$ cat config.mk
export PLATFORM = sky130hd
export DESIGN_NAME = sar_conversion_and_power_control
export DESIGN_NICKNAME = d
export VERILOG_FILES = /design/src/design/edge_sync.v /design/src/design/sar_conversion_and_power_control.v
export VERILOG_INCLUDE_DIRS = /design/src /design/src/design
export SDC_FILE = /design/constraint.sdc
export NUM_CORES = 1
export LEC_CHECK = 0
export BUFFER_PORTS_ARGS = -buffer_cell sky130_fd_sc_hd__clkbuf_2
export CAP_MARGIN = 20
export CORE_ASPECT_RATIO = 1.25
export CORE_UTILIZATION = 60
export CTS_BUF_LIST = sky130_fd_sc_hd__clkbuf_4
export DETAILED_ROUTE_END_ITERATION = 16
export HOLD_SLACK_MARGIN = 0.12
export PLACE_DENSITY_LB_ADDON = 0.12
export SLEW_MARGIN = 20
export SYNTH_ARGS = -nofsm -noshare
export SYNTH_HDL_FRONTEND = slang
export SYNTH_HIERARCHICAL = 1
export SYNTH_SLANG_ARGS = --single-unit
$ cat constraint.sdc
create_clock -name ref_clk -period 6.8 [get_ports ref_clk]
set_clock_uncertainty 0.05 [all_clocks]
set_input_delay 2.04 -clock ref_clk [delete_from_list [all_inputs] [get_ports ref_clk]]
set_output_delay 2.04 -clock ref_clk [all_outputs]
set_load 0.005 [all_outputs]
$ cat src/design/sar_ctrl_map.vh
`ifndef SAR_CTRL_MAP_VH
`define SAR_CTRL_MAP_VH

// Register byte addresses
`define ADDR_CONTROL 4'h0
`define ADDR_STATUS 4'h4
`define ADDR_CONVLEN 4'h8
// Control register fields
`define CTRL_SLEEP_BIT 0
`define CTRL_REGSEL_BIT 1
`define CTRL_RESET 2'h0
// Status register fields
`define STAT_BUSY_BIT 0
`define STAT_SLEEP_BIT 1
`define STAT_ANALOG_BIT 2
`define STAT_REFEN_BIT 3
`define STAT_BUFEN_BIT 4
`define STAT_TEMPEN_BIT 5
// Conversion time in ns and its cycle count at the 20 ns clock
`define CONV_TIME_NS 700
`define CLK_PERIOD_NS 20
`define CONV_CYCLES ((`CONV_TIME_NS + `CLK_PERIOD_NS - 1) / `CLK_PERIOD_NS)
`endif

$ cat src/design/edge_sync.v
`timescale 1ns/1ps
`default_nettype none
module edge_sync #(
    parameter WIDTH = 1,
    parameter [WIDTH-1:0] INIT = {WIDTH{1'b1}}
)(
    input wire ref_clk,
    input wire reset,
    input wire [WIDTH-1:0] asyncIn,
    output wire [WIDTH-1:0] syncOut,
    output wire [WIDTH-1:0] fallPulse
);
    reg [WIDTH-1:0] stage1_reg;
    reg [WIDTH-1:0] stage2_reg;
    reg [WIDTH-1:0] prev_reg;

    // Resets to each pin's idle level, so reset shows neither a false edge nor a false level
    always @(posedge ref_clk or posedge reset)
    begin
        if (reset)
        begin
            stage1_reg <= INIT;
            stage2_reg <= INIT;
            prev_reg <= INIT;
        end
        else
        begin
            stage1_reg <= asyncIn;
            stage2_reg <= stage1_reg;
            prev_reg <= stage2_reg;
        end
    end

    assign syncOut = stage2_reg;
    assign fallPulse = prev_reg & ~stage2_reg;
endmodule
`default_nettype wire

$ cat src/design/sar_conversion_and_power_control.v
// Decided for this implementation: the Avalon-MM interface to the registers and the register addresses.
`timescale 1ns/1ps
`default_nettype none
`include "sar_ctrl_map.vh"
module sar_conversion_and_power_control #(
    parameter CONV_LEN = `CONV_CYCLES
)(
    input wire ref_clk,
    input wire reset,
    input wire conversion_start_n,
    input wire sleep_request,
    input wire ref_shutdown,
    input wire refbuf_shutdown,
    input wire fast_mode_sel,
    input wire pulse_power_mode,
    input wire [3:0] avsAddress,
    input wire avsRead,
    input wire avsWrite,
    input wire [31:0] avsWriteData,
    input wire [3:0] avsByteEnable,
    output reg [31:0] avsReadData,
    output wire avsWaitRequest,
    output reg busy,
    output reg convStrobe,
    output reg analogPowerEn,
    output reg coreSleep,
    output reg bandgapEn,
    output reg refBufferEn,
    output reg tempSenseEn
);
    localparam ST_IDLE = 2'd0;
    localparam ST_CONV = 2'd1;
    localparam ST_ACQ = 2'd2;
    localparam ST_SLEEP = 2'd3;

    // ------------------------------------------------------------
    // Pin synchronisers
    // ------------------------------------------------------------
    wire [5:0] pinSync;
    wire [5:0] pinFall;

    // Start pin idles high; the level pins start low so no sleep or reference
    // shutdown is seen before the pins have really been sampled
    edge_sync #(
        .WIDTH(6),
        .INIT(6'h01)
    ) u_sync (
        .ref_clk(ref_clk),
        .reset(reset),
        .asyncIn({pulse_power_mode, fast_mode_sel, refbuf_shutdown, ref_shutdown,
            sleep_request, conversion_start_n}),
        .syncOut(pinSync),
        .fallPulse(pinFall)
    );

    // Start edge depends on nothing but the pin itself
    wire startEdge = pinFall[0];
    wire sleepPin = pinSync[1];
    wire refOff = pinSync[2];
    wire bufOff = pinSync[3];
    wire lowPowerMode = ~pinSync[4] & pinSync[5];

    // ------------------------------------------------------------
    // Register file
    // ------------------------------------------------------------
    reg [1:0] ctrl_reg;
    reg [15:0] convLen_reg;
    reg [1:0] state_reg;
    reg [1:0] state_next;
    reg [15:0] count_reg;
    reg [15:0] count_next;
    reg readValid_reg;

    // Writes finish at once; a read waits one cycle so its data already stands
    // in the output flops at the edge where waitrequest is seen low
    assign avsWaitRequest = avsRead & ~readValid_reg;

    always @(posedge ref_clk or posedge reset)
    begin
        if (reset)
            readValid_reg <= 1'b0;
        else
            readValid_reg <= avsRead & ~readValid_reg;
    end

    function isAddr;
        input [3:0] a;
        input [3:0] b;
        begin
            isAddr = (a == b);
        end
    endfunction

    always @(posedge ref_clk or posedge reset)
    begin
        if (reset)
        begin
            ctrl_reg <= `CTRL_RESET;
            convLen_reg <= 16'h0000;
        end
        else if (avsWrite)
        begin
            if (isAddr(avsAddress, `ADDR_CONTROL) && avsByteEnable[0])
                ctrl_reg <= avsWriteData[1:0];
            if (isAddr(avsAddress, `ADDR_CONVLEN) && avsByteEnable[0])
                convLen_reg[7:0] <= avsWriteData[7:0];
            if (isAddr(avsAddress, `ADDR_CONVLEN) && avsByteEnable[1])
                convLen_reg[15:8] <= avsWriteData[15:8];
        end
    end

    always @(posedge ref_clk or posedge reset)
    begin
        if (reset)
            avsReadData <= 32'h00000000;
        else if (avsRead && !readValid_reg)
        begin
            if (isAddr(avsAddress, `ADDR_CONTROL))
                avsReadData <= {30'h00000000, ctrl_reg};
            else if (isAddr(avsAddress, `ADDR_STATUS))
                avsReadData <= {26'h0000000, tempSenseEn, refBufferEn, bandgapEn,
                    analogPowerEn, coreSleep, busy};
            else if (isAddr(avsAddress, `ADDR_CONVLEN))
                avsReadData <= {16'h0000, convLen_reg};
            else
                avsReadData <= 32'h00000000;
        end
    end

    // ------------------------------------------------------------
    // Conversion and power sequencer
    // ------------------------------------------------------------
    // Register bit takes over the sleep source; pin then ignored
    wire sleepWanted = ctrl_reg[`CTRL_REGSEL_BIT] ? ctrl_reg[`CTRL_SLEEP_BIT]
        : sleepPin;
    // Zero in the length register selects the default conversion length
    wire [15:0] convLast = (convLen_reg == 16'h0000) ? CONV_LEN[15:0] - 16'h0001
        : convLen_reg - 16'h0001;

    always @*
    begin
        state_next = state_reg;
        count_next = count_reg;
        case (state_reg)
            ST_IDLE, ST_ACQ:
            begin
                if (sleepWanted)
                    state_next = ST_SLEEP;
                else if (startEdge)
                begin
                    state_next = ST_CONV;
                    count_next = 16'h0000;
                end
            end
            ST_CONV:
            begin
                // Start edges and sleep are ignored until the count runs out
                if (count_reg >= convLast)
                    state_next = sleepWanted ? ST_SLEEP : ST_ACQ;
                else
                    count_next = count_reg + 16'h0001;
            end
            ST_SLEEP:
            begin
                if (!sleepWanted)
                    state_next = ST_IDLE;
            end
            default:
            begin
                state_next = ST_IDLE;
            end
        endcase
    end

    always @(posedge ref_clk or posedge reset)
    begin
        if (reset)
        begin
            state_reg <= ST_IDLE;
            count_reg <= 16'h0000;
            busy <= 1'b0;
            convStrobe <= 1'b0;
            analogPowerEn <= 1'b1;
            coreSleep <= 1'b0;
            bandgapEn <= 1'b1;
            refBufferEn <= 1'b1;
            tempSenseEn <= 1'b1;
        end
        else
        begin
            state_reg <= state_next;
            count_reg <= count_next;
            busy <= (state_next == ST_CONV);
            convStrobe <= (state_reg != ST_CONV) && (state_next == ST_CONV);
            coreSleep <= (state_next == ST_SLEEP);
            // Only analog power drops; the bus logic keeps running in every state
            analogPowerEn <= (state_next == ST_CONV) ||
                ((state_next != ST_SLEEP) && !lowPowerMode);
            bandgapEn <= ~refOff;
            refBufferEn <= ~bufOff;
            tempSenseEn <= ~refOff & ~bufOff;
        end
    end
endmodule
`default_nettype wire

# Word-level counts from Yosys, hierarchy flattened

Index checks and enable logic that the tools add are counted.

Register bits after elaboration: 89
Input port bits: 50

Add/sub/neg operators: 2
$lt $le $gt $ge: 1
Eq/ne operators: 12
Muxes and demuxes: 15
Bitwise gates (word level): 9
Reduce and logical (&&, ||, !) cells: 18

Operators by type and width:

| operator                                                                | count |
|---|---|
| 16-bit two-way mux                                                      | 7 |
| 16-bit case mux with 2 select lines                                     | 1 |
| 16-bit by 1-bit adder with 16-bit output, second input constant         | 1 |
| 16-bit greater-or-equal comparator                                      | 1 |
| 16-bit zero test                                                        | 1 |
| 16-bit by 1-bit subtractor with 16-bit output, second input constant    | 1 |
| 2-bit two-way mux                                                       | 4 |
| 2-bit inequality test, second input constant                            | 4 |
| 2-bit equality test, second input constant                              | 3 |
| 1-bit logical AND                                                       | 6 |
| 2-bit case mux with 3 select lines                                      | 1 |
| 2-bit AND reduction                                                     | 3 |
| 1-bit NOT                                                               | 5 |
| 1-bit AND                                                               | 4 |
| 2-bit by 1-bit equality test with 1-bit output, second input constant   | 2 |
| 4-bit by 3-bit equality test with 1-bit output, second input constant   | 1 |
| 4-bit equality test, second input constant                              | 1 |
| 4-bit zero test                                                         | 1 |
| 4-bit AND reduction                                                     | 1 |
| 1-bit zero test                                                         | 2 |
| 2-bit zero test                                                         | 1 |
| 1-bit two-way mux                                                       | 2 |
| 2-bit by 1-bit inequality test with 1-bit output, second input constant | 1 |
| 2-bit nonzero test                                                      | 1 |
| other kinds (2)                                                         | 2 |

# Depth between registers and ports, before layout

Gate-level depths: netlist of the first run.

Depth after elaboration: 8
Depth in mapped cells: 16

# Cells and area by module

The synthesis of the first run kept the hierarchy.

By module, submodules not included:

| module                           | times used | cells each | area an instance (um^2) |
|---|---|---|---|
| sar_conversion_and_power_control | 1          | 340        | 3367.0 |
| edge_sync                        | 1          | 25         | 540.5 |

# Least setup slack after synthesis of the first run

OpenSTA, ideal clock, no wires.

Path kind: input -> output
Start: input avsRead
End: output avsWaitRequest
Arrival: 2.434 ns
Required time: 4.710 ns
Slack: 2.276 ns
Stages: 3
Path buffers: 1
Cell sequence: nand2b_1 -> clkbuf_1 -> inv_1

Word-level cells in the longest chain between the ends: 1

RTL lines:

| element     | RTL line                              | source |
|---|---|---|
| from (decl) | sar_conversion_and_power_control.v:17 | `input wire avsRead,` |
| 1-bit AND   | sar_conversion_and_power_control.v:76 | `assign avsWaitRequest = avsRead & ~readValid_reg;` |
| to (decl)   | sar_conversion_and_power_control.v:22 | `output wire avsWaitRequest,` |

Every way passes these cells.

# Worst setup path in the final report of the first run

Ends and elaborated chain as after synthesis.

==> summary.md, run 1 <==
| Metric | Value |
|---|---|
| Hpwl dp | `5340 µm` |
| Yosys warns | `6` |
| Drt pass-1 iters | `4` |
| Leak pwr | `2.05 nW` |
| Hold_sp | `u_sync/stage1_reg[4]` |
| WHS Endpoint | `u_sync/syncOut[4]` |
| Critical Path RT | `4.71 ns` |
| Dpl cells | `485` |
| Combinational share of power | `0.269` |
| Largest net degree at the start of global routing | `61` |
| F_max | `0.202 GHz` |
| Psw | `0.414 mW` |
| Startpoint Class | `input port` |
| Cell area after synthesis | `0.00371 mm²` |
| TritonCTS clock tree | `yes` |
| CP max FO | `18` |
| CP Class | `in2out` |
| Hold Path Depth | `0` |
| Wire length per cell | `14.1 µm` |
| FF-to-FF Start | `convLen_reg[6]` |
| Gr ovfl total | `0` |
| H-tree levels | `3` |
| Switching part of the total | `0.374` |
| Hold crit path type | `reg2reg` |
| CTS Sinks | `73` |
| Post-Synthesis Cells | `355` |
| CTS max path bufs | `2` |
| Final setup TNS | `0 ns` |
| Worst R2R End | `count_reg[15]` |
| First-pass GRT wire length | `11,900 µm` |
| Post-CTS setup buffers | `0` |
| Fin. max-slew vios | `0` |
| Tot GR Track Use | `0.238` |
| Max_slew headroom | `0.475` |
| Initial antenna violation count | `0` |
| Tightest hold margin | `0.314 ns` |
| RSZ-0062 raised after global routing | `no` |
| Fin nets | `483` |
| Chip height | `90.0 µm` |
| Initial Utilization | `0.630` |
| Latest clock arrival within the worst-skew pair | `0.43 ns` |
| Critical path capture point type | `output pin` |
| Vias in the first global route | `2,599` |
| Worst R2R Setup Slack | `2.01 ns` |
| Via density | `5.49` |
| WP data arrival | `2.87 ns` |
| Post-layout min period | `4.96 ns` |
| Ratio of cells with drive above 1 in the final layout | `0.258` |
| Peak supply drop | `0.200 mV` |
| Final Setup Violations | `0` |
| DIE AREA | `0.00651 mm²` |
| Status | `finished, final reports clean` |
| Root Driver | `clkbuf_4` |
| Final ANT Viol Nets | `0` |
| Power density over the cells | `268 mW/mm²` |
| Average size of a mapped cell | `10.5 µm²` |
| Via count | `2,748` |
| Final hold vios | `0` |
| Chip width | `72.4 µm` |
| Post-CTS sizing | `0` |
| Final GP Congestion | `0.864` |
| Area delta synth->final | `11.3%` |
| Clock transition at the registers of the reported paths | `0.13 ns` |
| Core Area | `0.00590 mm²` |
| Row cnt | `31` |
| Post-Layout Cell Count | `501` |
| Worst reg2reg path depth | `13` |
| Flop pwr share | `0.506` |
| Tcrit/Tclk final | `0.729` |
| Hold-fix buffer count after cts | `0` |
| # IOs | `90` |
| Max-cap violations | `0` |
| ANT cells | `0` |
| Worst-margin pin slew | `0.787 ns` |
| Clock power frac | `0.225` |
| Drt drc | `0` |
| First DRT Iteration DRCs | `222` |
| Port bufs | `55` |
| Final wirelength | `7080 µm` |
| Total CTS buffers | `9` |
| P_int | `0.692 mW` |
-- power by group through the flow --
stage	logic (mW)	registers, mW	clock network [mW]
detailed placement	0.297	0.566	0
CTS	0.300	0.558	0.254
global placement	0.287	0.564	0
global route	0.343	0.568	0.273
finish	0.298	0.560	0.248
floorplan	0.226	0.546	0
-- critical path, stage by stage --
cell and delay [ns]:
clkbuf_2 0.08, nand2b_1 0.44, inv_1 0.16, clkbuf_2 0.15
-- per-stage QoR --
step | utilization | setup slack (ns) | power, mW | cell area [µm²]
4_1_cts | 0.701 | 1.82 | 1.11 | 4130
3_3_place_gp | 0.679 | 1.85 | 0.851 | 4000
3_5_place_dp | 0.679 | 1.83 | 0.864 | 4000
6_report | 0.701 | 1.84 | 1.11 | 4130
2_1_floorplan | - | 2.28 | 0.772 | 3770
5_1_grt | 0.701 | 1.69 | 1.18 | 4130
-- cell type report --
class / count / area, µm²
sequential: 73 / 1840
fill: 477 / 1760
multi-input combinational: 258 / 1720
timing repair buffer: 56 / 283
tap: 82 / 103
clock buffer: 9 / 67.6
clock inverter: 7 / 61.3
inverter: 16 / 60.1
-- placed cells by master, fill, tap and decap left out, drive strengths merged, types with 3 or more instances in the layout --
cell type   n
conb       16
a21oi      11
nand3      20
xnor2       3
nor2       22
inv        19
clkbuf     64
and4        4
nand2b      3
mux2       17
dfstp       7
and3        4
a22o       11
a22oi       4
nand2      41
o31ai       6
mux2i       4
xor2        7
dfrtp      66
nor3        8
nor4        5
ha         19
o22a        5
nor2b       4
o21ai      23
a21o        5
-- how the worst max path moves through the flow --
stage                   start              to  slack [ns]  depth (start not counted)
2_1_floorplan         avsRead  avsWaitRequest        2.28                          3
3_3_place_gp          avsRead  avsWaitRequest        1.85                          4
3_5_place_dp          avsRead  avsWaitRequest        1.83                          4
4_1_cts               avsRead  avsWaitRequest        1.82                          4
5_1_grt        convLen_reg[2]   count_reg[15]        1.69                         12
6_report              avsRead  avsWaitRequest        1.84                          4
-- routing by layer --
layer  part of all wire  track usage  wire length (µm)
met4              0.025        0.113               175
met2               0.49        0.388              3450
met5                  0            0                 0
met3              0.046       0.0561               323
met1               0.44        0.295              3130
(Power assumes the default switching activity.)
==> run 2: changes to the inputs <==
--- a/config.mk
+++ b/config.mk
@@ -9,7 +9,7 @@
 export BUFFER_PORTS_ARGS = -buffer_cell sky130_fd_sc_hd__clkbuf_2
 export CAP_MARGIN = 20
 export CORE_ASPECT_RATIO = 1.25
-export CORE_UTILIZATION = 60
+export CORE_UTILIZATION = 56
 export CTS_BUF_LIST = sky130_fd_sc_hd__clkbuf_4
 export DETAILED_ROUTE_END_ITERATION = 16
 export HOLD_SLACK_MARGIN = 0.12
==> constraint.sdc (replaced) <==
create_clock -name ref_clk -period 4.8 [get_ports ref_clk]
set_clock_uncertainty 0.05 [all_clocks]
set_input_delay 1.44 -clock ref_clk [delete_from_list [all_inputs] [get_ports ref_clk]]
set_output_delay 1.44 -clock ref_clk [all_outputs]
set_load 0.005 [all_outputs]
==> run 2 against run 1 <==
Against the previous run: clock-buffer cell count did not move; critical path depth grew 9; cell area increased by 0.64%; hold slack worse by 0.0083 ns; die area rose by 7.0%; sequential share of layout area shrank 0.28 points; first-iteration DRC count down 51%; total power up 46%; critical endpoint is now count_reg[1]; largest cell class unchanged.
==> summary.md, run 2 (same netlist as run 1, synthesis figures left out) <==
| Metric | Value |
|---|---|
| Drt drc | `0 (unchanged)` |
| Setup slack after layout | `0.691 ns (-1.15 ns)` |
| Drt pass-1 iters | `4 (unchanged)` |
| Hold-fix buffer count after cts | `0 (unchanged)` |
| Initial antenna violation count | `0 (unchanged)` |
| Initial Utilization | `0.591 (-0.0391)` |
| Post-CTS sizing | `0 (unchanged)` |
| Commonest non-fill, non-tap cell in the layout | `dfrtp_1` |
| Largest net degree at the start of global routing | `32 (-48%)` |
| Via count | `2,716 (-1.2%)` |
| Combinational share of power | `0.268 (about the same)` |
| Clock power frac | `0.241 (+0.016)` |
| Clock transition at the registers of the reported paths | `0.12 ns (about the same)` |
| Critical Path RT | `5.02 ns (+0.31 ns)` |
| Post-layout min period | `4.11 ns` |
| Area delta synth->final | `12.0%` |
| Flop pwr share | `0.492 (-0.014)` |
| Leak pwr | `2.06 nW (+0.61%)` |
| Row cnt | `32 (+3.2%)` |
| ANT cells | `0 (unchanged)` |
| Chip width | `74.8 µm (+3.4%)` |
| Via density | `5.38 (-1.9%)` |
| Startpoint Class | `register` |
| Top Metal Used | `met4` |
| Critical path capture point type | `register` |
| Ratio of cells with drive above 1 in the final layout | `0.260 (+0.00177)` |
| Status | `finished, final reports clean` |
| Metal-1 WL | `3110 µm (-0.80%)` |
| Core Area | `0.00629 mm² (+6.6%)` |
| Final setup TNS | `0 ns (unchanged)` |
| F_max | `0.243 GHz` |
| Worst-margin pin slew | `0.806 ns (+0.0190 ns)` |
| Latest clock arrival within the worst-skew pair | `0.42 ns (about the same)` |
| Switching part of the total | `0.359 (-0.0151)` |
| DIE AREA | `0.00696 mm² (+7.0%)` |
| Final GP Congestion | `0.796 (-7.8%)` |
| First DRT Iteration DRCs | `109 (-51%)` |
| Psw | `0.580 mW (+40%)` |
| Max-cap violations | `0 (unchanged)` |
| Pre-CTS WS | `0.707 ns (-1.12 ns)` |
| Vias in the first global route | `2,600 (+0.038%)` |
| WP data arrival | `4.33 ns (+1.46 ns)` |
| First-pass GRT wire length | `11,900 µm (unchanged)` |
| Root Driver | `clkbuf_4` |
| Final hold vios | `0 (unchanged)` |
| Gr ovfl total | `0 (unchanged)` |
| Worst reg2reg path depth | `13 (unchanged)` |
| P_int | `1.03 mW (+49%)` |
| Fin. max-slew vios | `0 (unchanged)` |
| Total CTS buffers | `9 (unchanged)` |
| Met2 WL | `3600 µm (+4.5%)` |
| Commonest non-fill, non-tap cells in the layout | `66 x dfrtp_1, 55 x clkbuf_2, 41 x nand2_1` |
| CP max FO | `14 (-4)` |
| TritonCTS clock tree | `yes` |
| CTS max path bufs | `2 (unchanged)` |
| # IOs | `90 (unchanged)` |
| Post-CTS setup buffers | `0 (unchanged)` |
| Wire length per cell | `14.0 µm (-0.76%)` |
| H-tree levels | `3 (unchanged)` |
| Power density over the cells | `388 mW/mm² (+45%)` |
| Tot GR Track Use | `0.226 (-0.0122)` |
| Hpwl dp | `5380 µm (+0.75%)` |
| Final ANT Viol Nets | `0 (unchanged)` |
| Peak supply drop | `0.321 mV (+61%)` |
| Fin nets | `484 (+0.21%)` |
| CP Class | `reg2reg` |
| Port bufs | `55 (unchanged)` |
| Chip height | `93.0 µm (+3.4%)` |
| Final wirelength | `7080 µm (about the same)` |
| CTS Sinks | `73 (unchanged)` |
| Met3 routed WL | `265 µm (-18%)` |
| Final Setup Violations | `0 (unchanged)` |
| Hold Path Depth | `0 (unchanged)` |
| Tcrit/Tclk final | `0.856` |
| Hold crit path type | `reg2reg` |
| RSZ-0062 raised after global routing | `no` |
| Max_slew headroom | `0.462 (-0.0127)` |
## run 2: changes by cell type in the layout (fill, tap and decap cells not counted), sizes merged
cell	change
inv	-1
bufinv	+1
buf	+1
## run 2: worst max-delay path, stage by stage (launching register included)
cell,delay [ns]
dfrtp_1,0.47
or4_4,0.60
nor4_4,0.21
nand2b_2,0.11
or3_4,0.38
nor3_2,0.10
a21oi_1,0.07
ha_1,0.32
and4_1,0.26
nand3_1,0.09
a221o_1,0.31
nand3_1,0.12
and2_0,0.66
o21ai_0,0.21
## run 2: metrics by stage
step / std cells / utilization / hold slack [ns] / total power, mW / cell area, µm²
2_1_floorplan: 370 / - / 0.281 / 1.09 / 3770
3_3_place_gp: 489 / 0.639 / 0.281 / 1.22 / 4020
3_5_place_dp: 489 / 0.639 / 0.287 / 1.23 / 4020
4_1_cts: 505 / 0.662 / 0.305 / 1.63 / 4160
5_1_grt: 505 / 0.662 / 0.321 / 1.74 / 4160
6_report: 505 / 0.662 / 0.306 / 1.62 / 4160
## run 2: layout make-up
type	instances	area, µm²
fill	537	2130
sequential	73	1840
multi-input combinational	258	1720
timing repair buffer	57	290
tap	85	106
clock inverter	7	76.3
clock buffer	9	67.6
inverter	16	60.1
## run 2: final timing paths
path                                      startpoint              endpoint  slack (ns)
worst max-delay path                  convLen_reg[7]          count_reg[1]        0.69
worst min-delay path            u_sync/stage1_reg[1]     u_sync/syncOut[1]        0.31
worst max register to register        convLen_reg[7]          count_reg[1]        0.69
worst min register to register  u_sync/stage1_reg[1]     u_sync/syncOut[1]        0.31
max in group asynchronous                      reset           refBufferEn        2.80
min in group asynchronous                      reset  u_sync/stage1_reg[4]        0.96
## run 2: power groups by stage
stage | Sequential, mW | Clock [mW] | Combinational, mW
global placement | 0.801 | 0 | 0.416
global route | 0.808 | 0.430 | 0.500
CTS | 0.792 | 0.402 | 0.435
detailed placement | 0.804 | 0 | 0.431
floorplan | 0.774 | 0 | 0.320
finish | 0.794 | 0.389 | 0.432
## run 2: per-layer routing
metal  track usage  up-vias
li1              -     1355
met1         0.289     1291
met2         0.369       60
met3        0.0593       10
met4        0.0723        0
met5             0        -
